`src/sgc_pkg.sv`:
```
// Constants shared by the stop/go bit controller and its timer.
// Assumes a 100 MHz system clock; all counts derive from that rate.
package sgc_pkg;
    // System clock rate
    localparam int unsigned CLK_MHZ = 100;
    localparam longint unsigned CLK_HZ = 64'd100_000_000;
    // Embedded operations codes
    localparam logic [7:0] EOC_STOP = 8'h25;
    localparam logic [7:0] EOC_GO = 8'h27;
    // Frame-bus bit positions, counted from the frame sync
    localparam logic [7:0] SG_BIT_POS = 8'd27;
    localparam logic [7:0] BAC_BIT_POS = 8'd27;
    localparam logic [7:0] DCH_BIT_LO = 8'd24;
    localparam logic [7:0] DCH_BIT_HI = 8'd25;
    // Timed stop window length in frames
    localparam logic [2:0] STOP_WINDOW_FRAMES = 3'd4;
    // Short hold timer, microseconds and cycles
    localparam int unsigned SHORT_HOLD_US = 500;
    localparam logic [31:0] SHORT_HOLD_CYC = 32'(SHORT_HOLD_US * CLK_MHZ);
    // EOC delay timer bounds, microseconds and cycles
    localparam int unsigned EOC_DELAY_MIN_US = 7500;
    localparam int unsigned EOC_DELAY_MAX_US = 15000;
    localparam logic [31:0] EOC_DELAY_MIN_CYC = 32'(EOC_DELAY_MIN_US * CLK_MHZ);
    localparam logic [31:0] EOC_DELAY_MAX_CYC = 32'(EOC_DELAY_MAX_US * CLK_MHZ);
    // Activation retry period, seconds and cycles
    localparam longint unsigned RETRY_S = 64'd15;
    localparam logic [31:0] RETRY_CYC = 32'(RETRY_S * CLK_HZ);
    // Reset values
    localparam logic SG_RST = 1'b0;
    localparam logic DOUT_OE_N_RST = 1'b1;
    // Controller states
    typedef enum logic [2:0] {
        SGC_IDLE, SGC_STOP_DELAY, SGC_TIMED, SGC_LATCHED, SGC_GO_DELAY
    } sgc_state_e;
endpackage

```
`src/sgc_timer.sv`:
```
// One-shot down-counting timer with load value and expiry pulse.
// Assumes start and load come from logic on the same clock.
`timescale 1ns/1ps
`default_nettype none
module sgc_timer (
    input wire logic clk,
    input wire logic rst,
    input wire logic start,
    input wire logic stop,
    input wire logic [31:0] loadVal,
    output logic running,
    output logic expired
);
    logic [31:0] count_r;

    // Load on start, count down, pulse on reaching zero
    always_ff @(posedge clk) begin
        if (rst || stop) begin
            count_r <= 32'h0000_0000;
            running <= 1'b0;
            expired <= 1'b0;
        end else if (start) begin
            count_r <= loadVal;
            running <= 1'b1;
            expired <= 1'b0;
        end else if (running) begin
            count_r <= count_r - 32'h0000_0001;
            expired <= (count_r == 32'h0000_0001);
            running <= (count_r != 32'h0000_0001);
        end else begin
            expired <= 1'b0;
        end
    end
endmodule // sgc_timer
`default_nettype wire

```
`src/sgc_top.sv`:
```
// Stop/go bit controller for the terminal-side frame bus.
// Assumes frame clock, sync and data arrive from pins, config from logic.
// Functional notes
// - Static modes: level clear gives 0, else 1
// - Level+polarity: latch on stop/go, access bit drives
// - Window mode: stop gives 1 for four frames
// - Window inverted: stop gives 0 for four frames
// - Window+level: latch stop/go, access bit ignored
// - All set: latch, access bit drives S/G, D
// - Polarity clear after reset; set inverts pulse
// - Code 25h is the stop event
// - Code 27h is the go event
// - Short hold timer of 500 us
// - EOC delay timer, 7.5 to 15 ms
// - Access bit sampled at bit 27, input
// - S/G sent at bit 27, output
// - D-force drives upstream D bits low
// - Events accepted only while receiver synchronized
// - Register control only in host, terminal mode
// - S/G status also on dedicated pin
// - State six frame-bus value undefined
// - Auto mode retries activation every 15 s
// - Reset waits for frame clocks in some modes
`timescale 1ns/1ps
`default_nettype none
module sgc_top #(
    parameter logic [31:0] SHORT_HOLD_CYCLES = sgc_pkg::SHORT_HOLD_CYC,
    parameter logic [31:0] DELAY_MIN_CYCLES = sgc_pkg::EOC_DELAY_MIN_CYC,
    parameter logic [31:0] DELAY_MAX_CYCLES = sgc_pkg::EOC_DELAY_MAX_CYC,
    parameter logic [31:0] RETRY_CYCLES = sgc_pkg::RETRY_CYC
) (
    input wire logic clk,
    input wire logic sys_rst,
    input wire logic frameBitClk,
    input wire logic frameSync,
    input wire logic frameDin,
    input wire logic hostPortSelect,
    input wire logic subscriberEnd,
    input wire logic resetPin_n,
    input wire logic stopWindowMode,
    input wire logic stopGoLevel,
    input wire logic stopGoPolarity,
    input wire logic softPowerOn,
    input wire logic receiverSynced,
    input wire logic [7:0] eocCode,
    input wire logic eocValid,
    input wire logic eocLatePos,
    input wire logic ntAutoMode,
    input wire logic ltReady,
    input wire logic ntPbxOrLtMode,
    output logic frameDout,
    output logic frameDoutOe_n,
    output logic stopGoPin,
    output logic dchanForceZero,
    output logic activationStart
);
    import sgc_pkg::*;

    logic [5:0] sync1_r, sync2_r;
    logic dclPrev_r, fscPrev_r, dclRise, fscRise, dinInt, regCtl;
    logic [7:0] bitCnt_r, bitNow;
    logic fscSeen_r, bacBit_r, rstReq_r, coreRst;
    sgc_state_e state_r, state_nxt;
    logic [2:0] frameCnt_r;
    logic latched_r, timedActive, sgVal, dForce, isStop, isGo;
    logic tdStart, tdRun, tdExp;
    logic t1Start, t1Run, t1Exp;
    logic rtStart, rtRun, rtExp;
    logic autoDone_r, autoFirst_r;

    // Two-flop synchronisers for every pin input
    always_ff @(posedge clk) begin
        if (sys_rst) begin
            sync1_r <= 6'h0F; // Idle levels: bit clock and sync low, no false edge
            sync2_r <= 6'h0F;
        end else begin
            sync1_r <= {frameBitClk, frameSync, frameDin, hostPortSelect,
                        subscriberEnd, resetPin_n};
            sync2_r <= sync1_r;
        end
    end

    // Edge history of the synchronised clock and sync
    always_ff @(posedge clk) begin
        if (sys_rst) begin
            dclPrev_r <= 1'b0;
            fscPrev_r <= 1'b0;
        end else begin
            dclPrev_r <= sync2_r[5];
            fscPrev_r <= sync2_r[4];
        end
    end

    assign dclRise = sync2_r[5] && !dclPrev_r;
    assign fscRise = sync2_r[4] && !fscPrev_r;
    // Soft power-on gates internal data in network-end mode
    assign dinInt = (!sync2_r[1] && !softPowerOn) ? 1'b0 : sync2_r[3];
    assign regCtl = sync2_r[2] && sync2_r[1];

    // Pin reset held until frame clocks appear where required
    always_ff @(posedge clk) begin
        if (sys_rst) begin
            rstReq_r <= 1'b0;
        end else if (!sync2_r[0]) begin
            rstReq_r <= rstReq_r || !ntPbxOrLtMode || dclRise; // Holds once started
        end else begin
            rstReq_r <= 1'b0;
        end
    end

    assign coreRst = sys_rst || rstReq_r;

    // Bit counter restarted by the frame sync
    assign bitNow = fscSeen_r ? 8'h00 : bitCnt_r + 8'h01; // Index of the bit now rising
    always_ff @(posedge clk) begin
        if (coreRst) begin
            bitCnt_r <= 8'h00;
            fscSeen_r <= 1'b0;
        end else if (dclRise) begin
            bitCnt_r <= bitNow;
            fscSeen_r <= fscRise;
        end else if (fscRise) begin
            fscSeen_r <= 1'b1;
        end
    end

    // Access bit capture from the input stream
    always_ff @(posedge clk) begin
        if (coreRst) begin
            bacBit_r <= 1'b0;
        end else if (dclRise && bitNow == BAC_BIT_POS) begin
            bacBit_r <= dinInt;
        end
    end

    // Event decode, only with a synchronised receiver
    assign isStop = eocValid && receiverSynced && eocCode == EOC_STOP;
    assign isGo = eocValid && receiverSynced && eocCode == EOC_GO;

    // Timer starts
    assign tdStart = (state_r == SGC_IDLE) && isStop && regCtl && stopWindowMode;
    assign t1Start = (state_r == SGC_LATCHED) && isGo;

    // Delay before a stop window, length set by EOC position
    sgc_timer u_delayTimer (
        .clk(clk),
        .rst(coreRst),
        .start(tdStart),
        .stop(1'b0),
        .loadVal(eocLatePos ? DELAY_MAX_CYCLES : DELAY_MIN_CYCLES),
        .running(tdRun),
        .expired(tdExp)
    );

    // Short hold before a latched stop releases
    sgc_timer u_holdTimer (
        .clk(clk),
        .rst(coreRst),
        .start(t1Start),
        .stop(1'b0),
        .loadVal(SHORT_HOLD_CYCLES),
        .running(t1Run),
        .expired(t1Exp)
    );

    // Activation retry period
    sgc_timer u_retryTimer (
        .clk(clk),
        .rst(coreRst),
        .start(rtStart),
        .stop(1'b0),
        .loadVal(RETRY_CYCLES),
        .running(rtRun),
        .expired(rtExp)
    );

    // Next state of the controller
    always_comb begin
        state_nxt = state_r;
        case (state_r)
            SGC_IDLE: begin
                if (regCtl && isStop && stopGoLevel) begin
                    state_nxt = SGC_LATCHED;
                end else if (tdStart) begin
                    state_nxt = SGC_STOP_DELAY;
                end
            end
            SGC_STOP_DELAY: begin
                if (tdExp) begin
                    state_nxt = SGC_TIMED;
                end
            end
            SGC_TIMED: begin
                if (frameCnt_r == STOP_WINDOW_FRAMES) begin
                    state_nxt = SGC_IDLE;
                end
            end
            SGC_LATCHED: begin
                if (t1Start) begin
                    state_nxt = SGC_GO_DELAY;
                end
            end
            SGC_GO_DELAY: begin
                if (isStop) begin
                    state_nxt = SGC_LATCHED;
                end else if (t1Exp) begin
                    state_nxt = SGC_IDLE;
                end
            end
            default: begin
                state_nxt = SGC_IDLE;
            end
        endcase
        if (!regCtl || !receiverSynced) begin
            state_nxt = SGC_IDLE;
        end
    end

    // State register
    always_ff @(posedge clk) begin
        if (coreRst) begin
            state_r <= SGC_IDLE;
        end else begin
            state_r <= state_nxt;
        end
    end

    // Frame counter for the stop window
    always_ff @(posedge clk) begin
        if (coreRst || state_r != SGC_TIMED) begin
            frameCnt_r <= 3'h0;
        end else if (fscRise) begin
            frameCnt_r <= frameCnt_r + 3'h1;
        end
    end

    assign latched_r = (state_r == SGC_LATCHED) || (state_r == SGC_GO_DELAY);
    assign timedActive = (state_r == SGC_TIMED);

    // S/G value and D-force from mode bits
    always_comb begin
        sgVal = 1'b0;
        dForce = 1'b0;
        if (!regCtl) begin
            sgVal = 1'b0;
        end else if (!stopWindowMode && !stopGoLevel) begin
            sgVal = 1'b0;
        end else if (!stopWindowMode && !stopGoPolarity) begin
            sgVal = 1'b1;
        end else if (!stopWindowMode) begin
            sgVal = latched_r || bacBit_r;
        end else if (!stopGoLevel) begin
            sgVal = timedActive ^ stopGoPolarity;
        end else if (!stopGoPolarity) begin
            sgVal = latched_r;
        end else begin
            sgVal = latched_r || bacBit_r;
            dForce = latched_r || bacBit_r;
        end
    end

    // Status pin and D-force registers
    always_ff @(posedge clk) begin
        if (coreRst) begin
            stopGoPin <= SG_RST;
            dchanForceZero <= 1'b0;
        end else begin
            stopGoPin <= sgVal; // Pin follows sgVal every cycle; the frame slot takes it only at bit 27
            dchanForceZero <= dForce;
        end
    end

    // Output stream: S/G bit and forced D bits
    always_ff @(posedge clk) begin
        if (coreRst) begin
            frameDout <= 1'b1;
            frameDoutOe_n <= DOUT_OE_N_RST;
        end else if (dclRise) begin
            if (bitNow == SG_BIT_POS) begin
                frameDout <= sgVal;
                frameDoutOe_n <= 1'b0;
            end else if (dForce && bitNow >= DCH_BIT_LO && bitNow <= DCH_BIT_HI) begin
                frameDout <= 1'b0;
                frameDoutOe_n <= 1'b0;
            end else begin
                frameDout <= 1'b1;
                frameDoutOe_n <= 1'b1;
            end
        end
    end

    // Activation attempts in auto mode after reset
    assign rtStart = ntAutoMode && !autoDone_r && (autoFirst_r || rtExp) && !ltReady;

    always_ff @(posedge clk) begin
        if (coreRst) begin
            autoDone_r <= 1'b0;
            autoFirst_r <= 1'b1;
            activationStart <= 1'b0;
        end else begin
            activationStart <= 1'b0;
            if (ntAutoMode && !autoDone_r && (autoFirst_r || rtExp)) begin
                activationStart <= 1'b1;
                autoFirst_r <= 1'b0;
                autoDone_r <= ltReady;
            end
        end
    end

    // Window ends once four frame syncs have been counted from its start
    property p_window_len;
        @(posedge clk) disable iff (coreRst)
        (state_r == SGC_TIMED && frameCnt_r == STOP_WINDOW_FRAMES) |=> state_r == SGC_IDLE;
    endproperty
    a_window_len: assert property (p_window_len) else $error("window overran");
    property p_static_zero;
        @(posedge clk) disable iff (coreRst)
        (regCtl && !stopWindowMode && !stopGoLevel) |=> !stopGoPin;
    endproperty
    a_static_zero: assert property (p_static_zero) else $error("static zero wrong");
    property p_static_one;
        @(posedge clk) disable iff (coreRst)
        (regCtl && !stopWindowMode && stopGoLevel && !stopGoPolarity) |=> stopGoPin;
    endproperty
    a_static_one: assert property (p_static_one) else $error("static one wrong");
    property p_stop_latch;
        @(posedge clk) disable iff (coreRst)
        (state_r == SGC_IDLE && regCtl && receiverSynced && isStop && stopGoLevel)
            |=> state_r == SGC_LATCHED;
    endproperty
    a_stop_latch: assert property (p_stop_latch) else $error("stop not latched");
    property p_timed_pol;
        @(posedge clk) disable iff (coreRst)
        (regCtl && stopWindowMode && !stopGoLevel && timedActive) |=> stopGoPin == !$past(stopGoPolarity);
    endproperty
    a_timed_pol: assert property (p_timed_pol) else $error("pulse polarity wrong");

    property p_unsync_idle;
        @(posedge clk) disable iff (coreRst)
        !receiverSynced |=> state_r == SGC_IDLE;
    endproperty
    a_unsync_idle: assert property (p_unsync_idle) else $error("active while unsynced");

    property p_mode_gate;
        @(posedge clk) disable iff (coreRst)
        !regCtl |=> (!stopGoPin && !dchanForceZero);
    endproperty
    a_mode_gate: assert property (p_mode_gate) else $error("controlled outside mode");

    property p_go_release;
        @(posedge clk) disable iff (coreRst)
        (state_r == SGC_GO_DELAY && t1Exp && !isStop && regCtl && receiverSynced)
            |=> state_r == SGC_IDLE;
    endproperty
    a_go_release: assert property (p_go_release) else $error("go not released");

    property p_dforce_mode;
        @(posedge clk) disable iff (coreRst)
        dchanForceZero |-> $past(regCtl && stopWindowMode && stopGoLevel && stopGoPolarity);
    endproperty
    a_dforce_mode: assert property (p_dforce_mode) else $error("D forced in wrong mode");
endmodule // sgc_top
`default_nettype wire

```
`config.mk`:
```
export PLATFORM = sky130hd
export DESIGN_NAME = sgc_top
export DESIGN_NICKNAME = d
export VERILOG_FILES = /design/src/sgc_pkg.sv /design/src/sgc_timer.sv /design/src/sgc_top.sv
export SDC_FILE = /design/constraint.sdc
export NUM_CORES = 1
export LEC_CHECK = 0
export CAP_MARGIN = 20
export CORE_MARGIN = 2
export CORE_UTILIZATION = 25
export CTS_BUF_LIST = sky130_fd_sc_hd__clkbuf_8 sky130_fd_sc_hd__clkbuf_16
export CTS_CLUSTER_SIZE = 10
export DETAILED_ROUTE_END_ITERATION = 8
export DONT_BUFFER_PORTS = 1
export SKIP_LAST_GASP = 1
export SLEW_MARGIN = 20
export SYNTH_ARGS = -nofsm -noshare
export SYNTH_HDL_FRONTEND = slang
export SYNTH_SLANG_ARGS = --single-unit
```
`constraint.sdc`:
```
create_clock -name clk -period 2 [get_ports clk]
set_input_delay 0.4 -clock clk [delete_from_list [all_inputs] [get_ports clk]]
set_output_delay 0.4 -clock clk [all_outputs]
set_load 0.05 [all_outputs]
```
==> run_results.csv <==
group,metric,value,unit
finish,drive_gt1_share,15.9,%
sta,finalSetupViolCount,0,
sta,tightest_slew,546,ps
global_routing,grt_pass1_vias,4632,
setup_path,critPathLaunch,"u_holdTimer.count_r[18]",
floorplan,fp-row-count,58,
sta,period_needed,1940,ps
outcome,status,"complete, no violations",
setup_path,ff2ff_setup_slack,60,ps
placement,dpl.hpwl,8.37,mm
clock_tree,cts_made_buffers,17,
finish,antenna_cells,0,
finish,syn_to_final_growth,20.0,%
yosys,synth-edff-count,0,
power_and_ir_drop,peakVddDrop,0.446,mV
sta,fmax,515,MHz
setup_path,path_max_fanout,9,
setup_path,crit-reg2reg-capture,"u_holdTimer.count_r[27]",
setup_path,max_stage_delay,540,ps
sta,finalHoldViolations,0,
floorplan,ios,31,
sta,max_slew_margin,63.1,%
global_routing,grt_usage,10.1,%
floorplan,die_area,26500,um^2
floorplan,core_area,25000,um^2
drt,detail_route.first_pass.iterations,4,
yosys,synth_top_cell_by_area,"dfxtp_1",
sta,whs,38.2,ps
finish,final_cell_mix,"139 x dfxtp_1, 106 x nor2_1, 59 x xnor2_1",
drt,drtAntennaViolNets,0,
yosys,syn-cell-area,6290,um^2
power_and_ir_drop,p_leak,2.71,nW
drt,routed_wl,12.6,mm
sta,drv_slew,0,
finish,nNetsFinal,775,
setup_path,cp.depth,6,
clock_tree,cts_tree,"yes",
setup_path,worst-endpoint-required,2310,ps
yosys,synth_top_area_share,44.5,%
setup_path,path_cells,"or4_4 -> or3_1 -> buf_6 -> nor4_2 -> xnor2_1 -> nor2_1",
setup_path,critPathTopFamily,"simple AND/OR/NAND/NOR gates",
setup_path,crit_arrival,2250,ps
yosys,yosys-top-cells-area,"dfxtp_1 45%, xnor2_1 8.2%, nor2_1 6.3%, xor2_1 4.6%, a21oi_1 3.9%",
floorplan,fp.dieW,163,um
clock_tree,clkSinkCount,140,
yosys,synth_area_per_cell,8.84,um^2
power_and_ir_drop,powerDensity,865,nW/um^2
clock_tree,cts_root_buf,"clkbuf_16",
global_routing,grt_pass1_wl,21.6,mm
placement,gp_congestion,0.770,
setup_path,cp_num_buf_inv,1,
setup_path,worstSetupEndpointType,"register",
clock_tree,clk-insertion-delay-late,420,ps
clock_tree,post-cts-setup-buffers,0,
placement,port_buffers,0,
clock_tree,htree_levels,4,
setup_path,r2r_start,"u_holdTimer.count_r[18]",
job,maxCapViolCount,0,
worst_hold_path,holdCritPathClass,"primary input to register",
floorplan,die_y,163,um
sta,min_period_over_period,97.1,%
finish,fillCellCount,2631,
drt,num_vias,4954,
clock_tree,clk_path_buf_depth,2,
yosys,async_flop_share,0,%
setup_path,slowest_stage,"or4_4",
setup_path,cp-start-kind,"register",
global_routing,overflow,0,
yosys,ys_seq_elements,140,
global_routing,antenna_found_initial,0,
yosys,synth.distinct_cells,55,
sta,rsz0062_at_grt,"true",
yosys,netlist_instances,712,
clock_tree,hold_buffers,0,
floorplan,initial_core_util,25.2,%
yosys,yosys_warnings,0,
sta,tns,0,ps
yosys,synth_nets,747,
setup_path,reg2reg_depth,6,
yosys,synth_seq_area_share,44.5,%
setup_path,crit_type,"register to register",
placement,placed_area,6920,um^2
drt,drtIter0Drc,282,
finish,final_area,7560,um^2
sta,fin_skew,11.9,ps
finish,multi_input_area,3340,um^2
finish,final_common_cell,"dfxtp_1",
drt,drcViolationCount,0,
setup_path,crit_path_end,"u_holdTimer.count_r[27]",
finish,area.sequential,2800,um^2
drt,vias_per_cell,4.57,
clock_tree,clk_pin_slew,60,ps
yosys,synthFlopType,"dfxtp_1",
drt,wire_per_inst,11.7,um
global_routing,grt_max_degree,40,
-- layout make-up --
cell class / count / share of cell area (%)
tap: 330 / 5.46
multi-input combinational: 519 / 44.2
clock buffer: 17 / 5.63
timing repair buffer: 46 / 4.79
sequential: 140 / 37.1
inverter: 16 / 0.795
clock inverter: 15 / 1.99
-- worst min-delay path by stage --
stage	startpoint	end	slack (ps)	depth (start not counted)
2_1_floorplan	sync2_r[0]	rstReq_r	370	1
3_3_place_gp	sync2_r[0]	rstReq_r	380	1
3_5_place_dp	sync2_r[0]	rstReq_r	380	1
4_1_cts	sys_rst	sync1_r[5]	20	1
5_1_grt	sys_rst	sync2_r[5]	10	1
6_report	sys_rst	sync1_r[5]	40	1
-- cell families (layout without fill, tap and decap cells) --
| logic type | after synthesis | count (layout) | share of synthesized area [%] |
|---|---|---|---|
| xor gates and xnor gates | 92 | 92 | 12.8 |
| adders and majority gates | 9 | 9 | 1.79 |
| DFF | 140 | 140 | 44.5 |
| muxes | 2 | 2 | 0.318 |
| AOI/OAI and AO/OA | 95 | 95 | 8.77 |
| and+or+nand+nor | 321 | 321 | 28.4 |
| buffers and inverters | 53 | 94 | 3.44 |
-- registers in the layout (all words and copies together), names as in the netlist, 3 cells and up --
name and cells:
u_delayTimer.count_r 32, frameCnt_r 3, u_retryTimer.count_r 32, sync2_r 6, bitCnt_r 8, state_r 3, sync1_r 6, u_holdTimer.count_r 32
-- metal layers --
| metal | global-route usage, % | wire (um) | vias to the layer above |
|---|---|---|---|
| li1 | - | - | 2534 |
| met1 | 13.2 | 6240 | 2339 |
| met2 | 15.5 | 5700 | 66 |
| met3 | 2.83 | 480 | 15 |
| met4 | 4.55 | 215 | 0 |
| met5 | 0 | 0 | - |
-- cell usage after synthesis, types with 14 or more instances --
cell and count:
nor3_1 37, or3_1 14, nor4_1 17, xnor2_1 59, dfxtp_1 140, xor2_1 33
nand2_1 24, clkbuf_1 28, nand3_1 15, inv_1 16, a21oi_1 49, nand4_1 17
nor2_1 106
-- power breakdown --
part | switching (mW) | internal [mW]
clock | 1.30 | 1.75
combinational | 0.310 | 0.229
sequential | 0.0779 | 2.87
-- timing repair --
action                                 4_1_cts  5_1_grt
endpoints found under the hold margin        0        0
gates resized for setup                      0       14
setup endpoints to repair                    0       23
-- worst reg2reg max path: cells and delay by family (launching register included) --
| kind | cells | cell delay [ps] |
|---|---|---|
| AND/OR/NAND/NOR | 4 | 1210 |
| flip-flops | 1 | 310 |
| buffers and inverters | 1 | 170 |
| XOR/XNOR | 1 | 150 |
-- metrics by stage --
stage | instances | util (%) | total power [mW] | worst slack, ps
final | 1083 | 30.3 | 6.54 | 58.4
after global routing | 1083 | 30.3 | 6.84 | -47.9
after CTS | 1083 | 30.0 | 6.60 | 33.6
after detailed placement | 1051 | 27.7 | 3.53 | -55.0
after global placement | 1051 | 27.7 | 3.52 | -30.2
after floorplan | 712 | - | 3.38 | 9.79
(Power assumes the default switching activity.)
